`config.mk`:
```
export PLATFORM = sky130hd
export DESIGN_NAME = bws_regs
export DESIGN_NICKNAME = d
export VERILOG_FILES = /design/src/design/bws_pkg.sv /design/src/design/bws_regs.sv /design/src/design/bws_sticky_bit.sv /design/src/design/bws_window_hit.sv
export SDC_FILE = /design/constraint.sdc
export NUM_CORES = 1
export LEC_CHECK = 0
export ABC_AREA = 1
export BUFFER_PORTS_ARGS = -buffer_cell sky130_fd_sc_hd__buf_2
export CAP_MARGIN = 20
export CORE_MARGIN = 2
export CORE_UTILIZATION = 40
export CTS_BUF_LIST = sky130_fd_sc_hd__clkbuf_4 sky130_fd_sc_hd__clkbuf_8
export DETAILED_ROUTE_END_ITERATION = 10
export PLACE_DENSITY_LB_ADDON = 0.1
export SYNTH_ARGS = -nofsm -noshare
export SYNTH_HDL_FRONTEND = slang
export SYNTH_SLANG_ARGS = --single-unit
```
`constraint.sdc`:
```
create_clock -name pclk -period 2.1 [get_ports pclk]
set_input_delay 0.105 -clock pclk [delete_from_list [all_inputs] [get_ports pclk]]
set_output_delay 0.105 -clock pclk [all_outputs]
set_load 0.02 [all_outputs]
```
`src/design/bws_pkg.sv`:
```
package bws_pkg;

    // register byte offsets on the apb side
    localparam logic [7:0] OFF_IO_STATUS = 8'h1c;
    localparam logic [7:0] OFF_MEM_WIN   = 8'h20;
    localparam logic [7:0] OFF_IO_UPPER  = 8'h30;
    localparam logic [7:0] OFF_CTRL      = 8'h40;
    localparam logic [7:0] OFF_IRQ_MASK  = 8'h44;
    localparam logic [7:0] OFF_IRQ_STAT  = 8'h48;

    // io window byte pair inside the 1ch word
    localparam int unsigned IO_CAP_LO_LSB  = 0;
    localparam int unsigned IO_BASE_LSB    = 4;
    localparam int unsigned IO_CAP_HI_LSB  = 8;
    localparam int unsigned IO_LIMIT_LSB   = 12;
    localparam logic [3:0]  IO_ADDR32_CAP  = 4'h1;
    localparam logic [3:0]  IO_FIELD_RST   = 4'h0;
    localparam logic [11:0] IO_LOW_ZERO    = 12'h000;
    localparam logic [11:0] IO_LOW_ONES    = 12'hfff;

    // memory window word at 20h
    localparam int unsigned MEM_BASE_LSB   = 4;
    localparam int unsigned MEM_LIMIT_LSB  = 20;
    localparam logic [11:0] MEM_FIELD_RST  = 12'h000;
    localparam logic [19:0] MEM_LOW_ZERO   = 20'h00000;
    localparam logic [19:0] MEM_LOW_ONES   = 20'hfffff;

    // io upper halves at 30h
    localparam int unsigned IO_UP_BASE_LSB  = 0;
    localparam int unsigned IO_UP_LIMIT_LSB = 16;
    localparam logic [15:0] IO_UP_RST       = 16'h0000;

    // own control word
    localparam int unsigned CTRL_PERR_EN_BIT = 0;
    localparam int unsigned CTRL_SERR_EN_BIT = 1;

    // downstream status events, index into event vector
    localparam int unsigned NUM_EV   = 6;
    localparam int unsigned EV_PARITY  = 0;
    localparam int unsigned EV_CA_SENT = 1;
    localparam int unsigned EV_CA_RCVD = 2;
    localparam int unsigned EV_UR_RCVD = 3;
    localparam int unsigned EV_SERR    = 4;
    localparam int unsigned EV_POISON  = 5;

    // bit position of each event in the 1ch word
    localparam int unsigned SST_POS [NUM_EV] = '{24, 27, 28, 29, 30, 31};
    // events software may clear by writing one
    localparam logic [5:0] SST_W1C = 6'h31;
    localparam logic [5:0] EV_RST  = 6'h00;

endpackage

```
`src/design/bws_regs.sv`:
```
`timescale 1ns/10ps
module bws_regs
(
    input  wire logic        pclk,
    input  wire logic        presetn,
    input  wire logic        psel,
    input  wire logic        penable,
    input  wire logic        pwrite,
    input  wire logic [7:0]  paddr,
    input  wire logic [31:0] pwdata,
    output logic [31:0]      prdata,
    output logic             pready,
    output logic             pslverr,
    input  wire logic        sec_parity_err,
    input  wire logic        sec_ca_sent,
    input  wire logic        sec_ca_rcvd,
    input  wire logic        sec_ur_rcvd,
    input  wire logic        err_msg_sent,
    input  wire logic        sec_poison_rcvd,
    input  wire logic [31:0] io_addr,
    input  wire logic [31:0] mem_addr,
    output logic             io_fwd,
    output logic             mem_fwd,
    output logic             irq
);

    logic [3:0]  io_base_q;
    logic [3:0]  io_limit_q;
    logic [11:0] mem_base_q;
    logic [11:0] mem_limit_q;
    logic [15:0] io_up_base_q;
    logic [15:0] io_up_limit_q;
    logic        perr_en_q;
    logic        serr_en_q;
    logic [5:0]  irq_mask_q;
    logic [5:0]  sst_q;
    logic [5:0]  irq_stat_q;
    logic [5:0]  ev;
    logic [31:0] prdata_q;
    logic        io_fwd_q;
    logic        mem_fwd_q;
    logic        irq_q;
    logic [31:0] io_bottom;
    logic [31:0] io_top;
    logic [31:0] mem_bottom;
    logic [31:0] mem_top;
    logic        io_hit;
    logic        mem_hit;
    logic        setup;
    logic        access;
    logic        wr;
    logic        mapped;
    logic        wr_io_st;
    logic        wr_mem;
    logic        wr_io_up;
    logic        wr_ctrl;
    logic        wr_mask;
    logic        wr_istat;
    logic [31:0] rd_word;
    logic [31:0] sst_word;

    // apb decode; zero wait states, so every access phase ends at once
    assign setup  = psel && !penable;
    assign access = psel && penable;
    assign wr     = access && pwrite;

    always_comb
    begin
        case (paddr)
            bws_pkg::OFF_IO_STATUS,
            bws_pkg::OFF_MEM_WIN,
            bws_pkg::OFF_IO_UPPER,
            bws_pkg::OFF_CTRL,
            bws_pkg::OFF_IRQ_MASK,
            bws_pkg::OFF_IRQ_STAT: mapped = 1'b1;
            default:               mapped = 1'b0;
        endcase
    end

    assign wr_io_st = wr && (paddr == bws_pkg::OFF_IO_STATUS);
    assign wr_mem   = wr && (paddr == bws_pkg::OFF_MEM_WIN);
    assign wr_io_up = wr && (paddr == bws_pkg::OFF_IO_UPPER);
    assign wr_ctrl  = wr && (paddr == bws_pkg::OFF_CTRL);
    assign wr_mask  = wr && (paddr == bws_pkg::OFF_IRQ_MASK);
    assign wr_istat = wr && (paddr == bws_pkg::OFF_IRQ_STAT);

    assign pready  = 1'b1;
    // unmapped offsets answer with an error and change nothing
    assign pslverr = access && !mapped;

    // io window fields; capability nibbles are not stored at all
    always_ff @(posedge pclk or negedge presetn)
    begin
        if (!presetn)
        begin
            io_base_q  <= bws_pkg::IO_FIELD_RST;
            io_limit_q <= bws_pkg::IO_FIELD_RST;
        end
        else if (wr_io_st)
        begin
            io_base_q  <= pwdata[bws_pkg::IO_BASE_LSB +: 4];
            io_limit_q <= pwdata[bws_pkg::IO_LIMIT_LSB +: 4];
        end
    end

    // memory window word
    always_ff @(posedge pclk or negedge presetn)
    begin
        if (!presetn)
        begin
            mem_base_q  <= bws_pkg::MEM_FIELD_RST;
            mem_limit_q <= bws_pkg::MEM_FIELD_RST;
        end
        else if (wr_mem)
        begin
            mem_base_q  <= pwdata[bws_pkg::MEM_BASE_LSB +: 12];
            mem_limit_q <= pwdata[bws_pkg::MEM_LIMIT_LSB +: 12];
        end
    end

    // upper halves of the io window
    always_ff @(posedge pclk or negedge presetn)
    begin
        if (!presetn)
        begin
            io_up_base_q  <= bws_pkg::IO_UP_RST;
            io_up_limit_q <= bws_pkg::IO_UP_RST;
        end
        else if (wr_io_up)
        begin
            io_up_base_q  <= pwdata[bws_pkg::IO_UP_BASE_LSB +: 16];
            io_up_limit_q <= pwdata[bws_pkg::IO_UP_LIMIT_LSB +: 16];
        end
    end

    // enables that gate two of the status events
    always_ff @(posedge pclk or negedge presetn)
    begin
        if (!presetn)
        begin
            perr_en_q <= 1'b0;
            serr_en_q <= 1'b0;
        end
        else if (wr_ctrl)
        begin
            perr_en_q <= pwdata[bws_pkg::CTRL_PERR_EN_BIT];
            serr_en_q <= pwdata[bws_pkg::CTRL_SERR_EN_BIT];
        end
    end

    always_ff @(posedge pclk or negedge presetn)
    begin
        if (!presetn)
        begin
            irq_mask_q <= bws_pkg::EV_RST;
        end
        else if (wr_mask)
        begin
            irq_mask_q <= pwdata[5:0];
        end
    end

    // event vector; parity and error message need their enables
    always_comb
    begin
        ev = bws_pkg::EV_RST;
        ev[bws_pkg::EV_PARITY]  = sec_parity_err && perr_en_q;
        ev[bws_pkg::EV_CA_SENT] = sec_ca_sent;
        ev[bws_pkg::EV_CA_RCVD] = sec_ca_rcvd;
        ev[bws_pkg::EV_UR_RCVD] = sec_ur_rcvd;
        ev[bws_pkg::EV_SERR]    = err_msg_sent && serr_en_q;
        ev[bws_pkg::EV_POISON]  = sec_poison_rcvd;
    end

    // status bits 27..29 cannot be cleared by software, only by reset
    for (genvar i = 0; i < bws_pkg::NUM_EV; i++)
    begin : g_ev
        bws_sticky_bit u_sst
        (
            .pclk    (pclk),
            .presetn (presetn),
            .set     (ev[i]),
            .clr     (wr_io_st && bws_pkg::SST_W1C[i] &&
                      pwdata[bws_pkg::SST_POS[i]]),
            .flag_q  (sst_q[i])
        );

        bws_sticky_bit u_irq
        (
            .pclk    (pclk),
            .presetn (presetn),
            .set     (ev[i]),
            .clr     (wr_istat && pwdata[i]),
            .flag_q  (irq_stat_q[i])
        );
    end

    // 1ch word; reserved bits stay zero, hardwired capability nibbles read 1
    always_comb
    begin
        sst_word = 32'h0000_0000;
        sst_word[bws_pkg::IO_CAP_LO_LSB +: 4] = bws_pkg::IO_ADDR32_CAP;
        sst_word[bws_pkg::IO_BASE_LSB +: 4]   = io_base_q;
        sst_word[bws_pkg::IO_CAP_HI_LSB +: 4] = bws_pkg::IO_ADDR32_CAP;
        sst_word[bws_pkg::IO_LIMIT_LSB +: 4]  = io_limit_q;
        for (int k = 0; k < bws_pkg::NUM_EV; k++)
        begin
            sst_word[bws_pkg::SST_POS[k]] = sst_q[k];
        end
    end

    always_comb
    begin
        rd_word = 32'h0000_0000;
        case (paddr)
            bws_pkg::OFF_IO_STATUS:
            begin
                rd_word = sst_word;
            end
            bws_pkg::OFF_MEM_WIN:
            begin
                rd_word[bws_pkg::MEM_BASE_LSB +: 12]  = mem_base_q;
                rd_word[bws_pkg::MEM_LIMIT_LSB +: 12] = mem_limit_q;
            end
            bws_pkg::OFF_IO_UPPER:
            begin
                rd_word[bws_pkg::IO_UP_BASE_LSB +: 16]  = io_up_base_q;
                rd_word[bws_pkg::IO_UP_LIMIT_LSB +: 16] = io_up_limit_q;
            end
            bws_pkg::OFF_CTRL:
            begin
                rd_word[bws_pkg::CTRL_PERR_EN_BIT] = perr_en_q;
                rd_word[bws_pkg::CTRL_SERR_EN_BIT] = serr_en_q;
            end
            bws_pkg::OFF_IRQ_MASK:
            begin
                rd_word[5:0] = irq_mask_q;
            end
            bws_pkg::OFF_IRQ_STAT:
            begin
                rd_word[5:0] = irq_stat_q;
            end
            default:
            begin
                rd_word = 32'h0000_0000;
            end
        endcase
    end

    // read data captured in setup so it comes from a flip-flop
    always_ff @(posedge pclk or negedge presetn)
    begin
        if (!presetn)
        begin
            prdata_q <= 32'h0000_0000;
        end
        else if (setup && !pwrite)
        begin
            prdata_q <= rd_word;
        end
    end

    assign prdata = prdata_q;

    // window bounds with their implied low address bits
    assign io_bottom  = {io_up_base_q, io_base_q,
                         bws_pkg::IO_LOW_ZERO};
    assign io_top     = {io_up_limit_q, io_limit_q,
                         bws_pkg::IO_LOW_ONES};
    assign mem_bottom = {mem_base_q, bws_pkg::MEM_LOW_ZERO};
    assign mem_top    = {mem_limit_q, bws_pkg::MEM_LOW_ONES};

    bws_window_hit
    #(
        .W (32)
    )
    u_io_hit
    (
        .addr   (io_addr),
        .bottom (io_bottom),
        .top    (io_top),
        .hit    (io_hit)
    );

    bws_window_hit
    #(
        .W (32)
    )
    u_mem_hit
    (
        .addr   (mem_addr),
        .bottom (mem_bottom),
        .top    (mem_top),
        .hit    (mem_hit)
    );

    // one cycle of latency keeps the wide compare off the output path
    always_ff @(posedge pclk or negedge presetn)
    begin
        if (!presetn)
        begin
            io_fwd_q  <= 1'b0;
            mem_fwd_q <= 1'b0;
        end
        else
        begin
            io_fwd_q  <= io_hit;
            mem_fwd_q <= mem_hit;
        end
    end

    always_ff @(posedge pclk or negedge presetn)
    begin
        if (!presetn)
        begin
            irq_q <= 1'b0;
        end
        else
        begin
            irq_q <= |(irq_stat_q & irq_mask_q);
        end
    end

    assign io_fwd  = io_fwd_q;
    assign mem_fwd = mem_fwd_q;
    assign irq     = irq_q;

endmodule // bws_regs

```
`src/design/bws_sticky_bit.sv`:
```
`timescale 1ns/10ps
// sticky flag; a set in the clearing cycle wins
module bws_sticky_bit
(
    input  wire logic pclk,
    input  wire logic presetn,
    input  wire logic set,
    input  wire logic clr,
    output logic      flag_q
);

    always_ff @(posedge pclk or negedge presetn)
    begin
        if (!presetn)
        begin
            flag_q <= 1'b0;
        end
        else if (set)
        begin
            flag_q <= 1'b1;
        end
        else if (clr)
        begin
            flag_q <= 1'b0;
        end
    end

endmodule // bws_sticky_bit

```
`src/design/bws_window_hit.sv`:
```
`timescale 1ns/10ps
// inclusive range compare, bottom and top both count as inside
module bws_window_hit
#(
    parameter int unsigned W = 32
)
(
    input  wire logic [W-1:0] addr,
    input  wire logic [W-1:0] bottom,
    input  wire logic [W-1:0] top,
    output logic              hit
);

    assign hit = (addr >= bottom) && (addr <= top);

endmodule // bws_window_hit
```
==> Word level (Yosys, flattened, before mapping) <==
Cells that the tools add are included.
{ "totals": {"ff_bits": 119, "in_bits": 115, "output_inout_bits": 37} }
{ "classes": {"order_cmp": 4, "n_eq_ne": 6, "n_mux": 25, "bitwise": 1, "reduce_logical": 38} }
{ "ops": {"columns": ["operator", "n"], "rows": [
  ["32-bit greater-or-equal comparator", 2],
  ["32-bit less-or-equal comparator", 2],
  ["12-bit one-hot mux with 3 select lines", 1],
  ["10-bit one-hot mux with 3 select lines", 1],
  ["8-bit by 7-bit == test with 1-bit output, second input constant", 3],
  ["1-bit logical AND", 24],
  ["2-bit one-hot mux with 5 select lines", 2],
  ["1-bit 2-to-1 mux", 19],
  ["2-bit nonzero test", 9],
  ["8-bit by 6-bit == test with 1-bit output, second input constant", 2],
  ["6-bit OR reduction", 2],
  ["8-bit by 5-bit == test with 1-bit output, second input constant", 1],
  ["6-bit bitwise AND", 1],
  ["2-bit one-hot mux with 3 select lines", 1],
  ["4-bit 2-to-1 mux", 1],
  ["1-bit logical NOT", 3]
]} }

==> Logic depth before layout (Yosys ltp) <==
{ "depth": {"word_depth": 6, "mapped_depth": 13, "ltp_nobuf": 13} }

==> By module <==
Synthesis repeated with hierarchy kept, for this count alone.
{ "hier_totals": {"hier_cells": 1206, "hier_area_um2": 8770.9} }
{ "by_module_without_submodules": {"columns": ["module", "n_inst", "cells_per_inst", "area_per_inst_um2", "seq_area_each_um2"], "rows": [
  ["bws_regs", 1, 590, 4904.7, 2677.6],
  ["bws_window_hit", 2, 278, 1692.9, 0.0],
  ["bws_sticky_bit", 12, 5, 40.0, 25.0]
]} }

==> Worst setup path before layout <==
OpenSTA, ideal clock, no wires.
{ "synth_path": {"path_kind": "in2out", "startpoint": "input port paddr[7]", "endpoint": "output port pslverr", "arrival_ns": 1.305, "required_ns": 1.995, "slack_ns": 0.690, "stages": 7, "cell_sequence": "inv_1 nand2_1 nor2_2 nand2_2 buf_4 nand3_1 nor4_1"} }
{ "synth_between": {"elab_chain_len": 5} }
{ "synth_lines": {"columns": ["item", "line_no", "source"], "rows": [
  ["start, declared", "bws_regs.sv:9", "input wire logic [7:0] paddr,"],
  ["8-bit by 5-bit == test with 1-bit output (tied with other cells)", "bws_regs.sv:69", "case (paddr)"],
  ["6-bit OR reduction (*)", "bws_regs.sv:69", null],
  ["1-bit 2-to-1 mux (*)", "bws_regs.sv:69", null],
  ["1-bit logical NOT (*)", "bws_regs.sv:89", "assign pslverr = access && !mapped;"],
  ["1-bit logical AND (*)", "bws_regs.sv:89", null],
  ["end, declared", "bws_regs.sv:13", "output logic pslverr,"]
]} }
Every way passes the cells marked *; elsewhere a longest branch is shown, timed or not.

==> Worst setup path in the final report <==
{ "layout_path": {"startpoint": "register io_up_limit_q[7]", "endpoint": "register io_fwd_q (netlist: io_fwd)"} }
{ "layout_between": {"elab_chain_len": 2} }
{ "layout_lines": {"columns": ["item", "line_no", "source"], "rows": [
  ["start, declared", "bws_regs.sv:32", "logic [15:0] io_up_limit_q;"],
  ["start signal, assigned", "bws_regs.sv:127", "io_up_limit_q <= bws_pkg::IO_UP_RST;"],
  ["start signal, assigned", "bws_regs.sv:132", "io_up_limit_q <= pwdata[bws_pkg::IO_UP_LIMIT_LSB +: 16];"],
  ["32-bit less-or-equal comparator", "bws_window_hit.sv:14", "assign hit = (addr >= bottom) && (addr <= top);"],
  ["1-bit logical AND", "bws_window_hit.sv:14", null],
  ["via io_hit", "bws_regs.sv:47", "logic io_hit;"],
  ["end signal, assigned", "bws_regs.sv:307", "io_fwd_q <= io_hit;"],
  ["end, declared", "bws_regs.sv:40", "logic io_fwd_q;"]
]} }
The timed path passes the listed nets, and every way through them passes these cells.
A chain may end at the register's enable or synchronous reset.

==> metrics.cfg <==
[floorplan]
fp.dieH_um = 138
core_area_mm2 = 0.0174
initial_utilization_pct = 41.1
die_area_mm2 = 0.0190
fp-row-count = 48
dieWidth_um = 138
ios = 152

[synth]
synth_ff_type = dfrtp_1
ys_types = 37
yosys.area.top_type = dfrtp_1
synth_edf_count = 0
yosys.area.top_type_share_pct = 41.6
postSynthCellCount = 932
ys_seq_area_share_pct = 41.6
yosys-top-cells-count = nand2_1, inv_1, dfrtp_1
synth_most_common_cell = nand2_1
ys_async_sr_fraction_pct = 100
synth_nets = 1111
syn_area_per_cell_um2 = 7.68
syn_area_mm2 = 0.00715
synth.top_cells.by_area = dfrtp_1, nand2_1, ha_1
yosys_warnings = 0
ys_seq_elements = 119

[routing]
first_pass_iters = 5
highest_layer = met4
met1Wirelength_mm = 10.1
via_count = 6531
met2_length_mm = 8.86
antenna_left = 0
wl_per_cell_um = 14.8
drt_iter0_markers = 434
drt_wl_total_mm = 20.3
via_per_inst = 4.77
drc = 0
dr_wl_met3_mm = 1.12

[setup_path]
crit_path_cell_trace = inv_1, ha_1, nand2_1, nor2_1, nand2_1, nor2_1, nand2_1, nand3_1, nand2_1, nand2_1, inv_1
path_class = register to register
cp_slowest_stage_delay_ps = 350
start_kind = register
cp_num_buf_inv = 2
cpMaxStageDelayCell = dfrtp_1
cp.arrival_ps = 2030
r2r_slack_ps = 420
crit_path_max_fanout = 2
endpoint_kind = register
crit_family = simple AND/OR/NAND/NOR gates
critPathRequiredTime_ps = 2440
cp_common_cell = nand2_1

[run_status]
status = finished, final reports clean

[cts]
ctsResizeCount = 0
cts.sinks = 119
htreeDepth = 4
cts_tree = built
clk_latency_ps = 440
cts_root_buf = clkbuf_8
cts_buffers = 17
clk_transition_reported_paths_ps = 70
clockBufferDepth = 2

[global_routing]
grt_start_max_net_pins = 120
grt_pass1_vias = 6031
grt_overflow = 0
antenna_found_initial = 0
grt_pass1_wl_mm = 31.6
grtUsageTotal_pct = 22.3

[timing]
worst_pin_slew_ps = 665
finalHoldViolCount = 0
slew_viol_final = 0
setup_tns_ps = 0
fin_ws_ps = 419
setup-violations-final = 0
fin_crit_sh_pct = 80.0
fin_crit_ps = 1680
rsz0062_at_grt = no
relSlewSlack_pct = 55.7
fmax_mhz = 595
skew_ps = 11.4

[flow_run]
cap_violations = 0

[worst_hold_path]
hp-class = input pin to register

[placed_design]
dp_hpwl_mm = 15.5
io_buffers = 150
globalplace.congestion = 0.890
dp_cells = 1295
dp_slack_ps = 388

[final_layout]
drive_above_1_share_pct = 20.7
syn_to_final_growth_pct = 25.8
final_nets = 1312
antenna_cells = 0
final_cells = 1370

[power]
power.density_mw_per_mm2 = 591
p_leak_uw = 0.00468
ir_drop_mv = 0.384

-- flip-flops by register name, indices dropped and copies added, names as in the netlist --
signal	flops
irq_mask_q	6
mem_fwd	1
io_up_limit_q	16
perr_en_q	1
prdata	32
irq	1
serr_en_q	1
io_limit_q	4
io_up_base_q	16
io_base_q	4
io_fwd	1
mem_base_q	12
mem_limit_q	12
g_ev.u_irq.flag_q	6
g_ev.u_sst.flag_q	6
-- power breakdown --
part / leakage, uW / switching [uW] / internal [uW]
clock network: 0.000216 / 955 / 1360
registers: 0.00159 / 30.0 / 2340
logic: 0.00288 / 361 / 276
-- metrics by stage --
stage	util (%)	total power, uW	cell area (um2)	hold WS [ps]
after detailed placement	46.7	2990	8130	260
after global placement	46.7	2980	8130	261
after global routing	51.7	5540	9000	117
after CTS	51.7	5370	9000	68.8
final	51.7	5320	9000	88.7
after floorplan	-	2690	7150	-191
-- final timing paths --
kind | endpoint | startpoint | depth (start not counted)
setup / recovery | io_fwd$_DFF_PN0_ | io_up_limit_q[7]$_DFFE_PN0P_ | 11
hold / removal | io_fwd$_DFF_PN0_ | io_addr[2] | 7
setup reg to reg | io_fwd$_DFF_PN0_ | io_up_limit_q[7]$_DFFE_PN0P_ | 11
hold reg to reg | prdata[12]$_DFFE_PN0P_ | prdata[12]$_DFFE_PN0P_ | 2
max in group asynchronous | irq_mask_q[4]$_DFFE_PN0P_ | presetn | 3
min in group asynchronous | mem_base_q[7]$_DFFE_PN0P_ | presetn | 3
-- layout by cell type (no fill, tap or decap), drive strengths merged --
cell / n
clkbuf: 22
nand4: 9
nand3: 27
nor3: 15
a21oi: 28
nand2: 307
o31ai: 4
o211ai: 10
inv: 148
or2: 6
buf: 164
nor4: 1
dlygate4sd3: 44
a21o: 2
nor2: 58
o22ai: 9
clkinv: 4
o21bai: 1
conb: 1
o21ai: 93
bufinv: 4
and2: 1
ha: 64
dfrtp: 119
a21boi: 1
clkinvlp: 2
a221oi: 1
-- metal layers --
layer  vias up  global-route usage, %
met5         -                      0
met4         0                   5.50
met3        16                   4.05
met2       185                   33.6
met1      2967                   33.0
li1       3363                      -
-- tightest hold or removal path: cells and delay by family --
family / cells / cell delay, ps
and+or+nand+nor: 5 / 260
buffers and inverters: 2 / 130
-- cells by family after synthesis --
| group | count (synthesis) | synth area share (%) |
|---|---|---|
| AOI/OAI and AO/OA | 149 | 11.9 |
| DFF | 119 | 41.6 |
| and+or+nand+nor | 424 | 24.7 |
| adders and majority gates | 64 | 11.2 |
| other | 1 | 0.0524 |
| buffers and inverters | 175 | 10.5 |
-- cell type report --
class | instances | area, um2
multi-input cells | 638 | 3430
flip-flops and latches | 119 | 2980
clock buffers | 22 | 278
repair buffers | 208 | 1320
inverters | 149 | 562
clock inverters | 9 | 150
well taps | 225 | 282
fillers | 1789 | 8420
-- repair_timing --
item / 4_1_cts / 5_1_grt
hold endpoints to repair: 194 / 0
hold buffers: 44 / 0
setup buffers: 0 / 0
No activity file was read; power rests on OpenSTA's default activity.
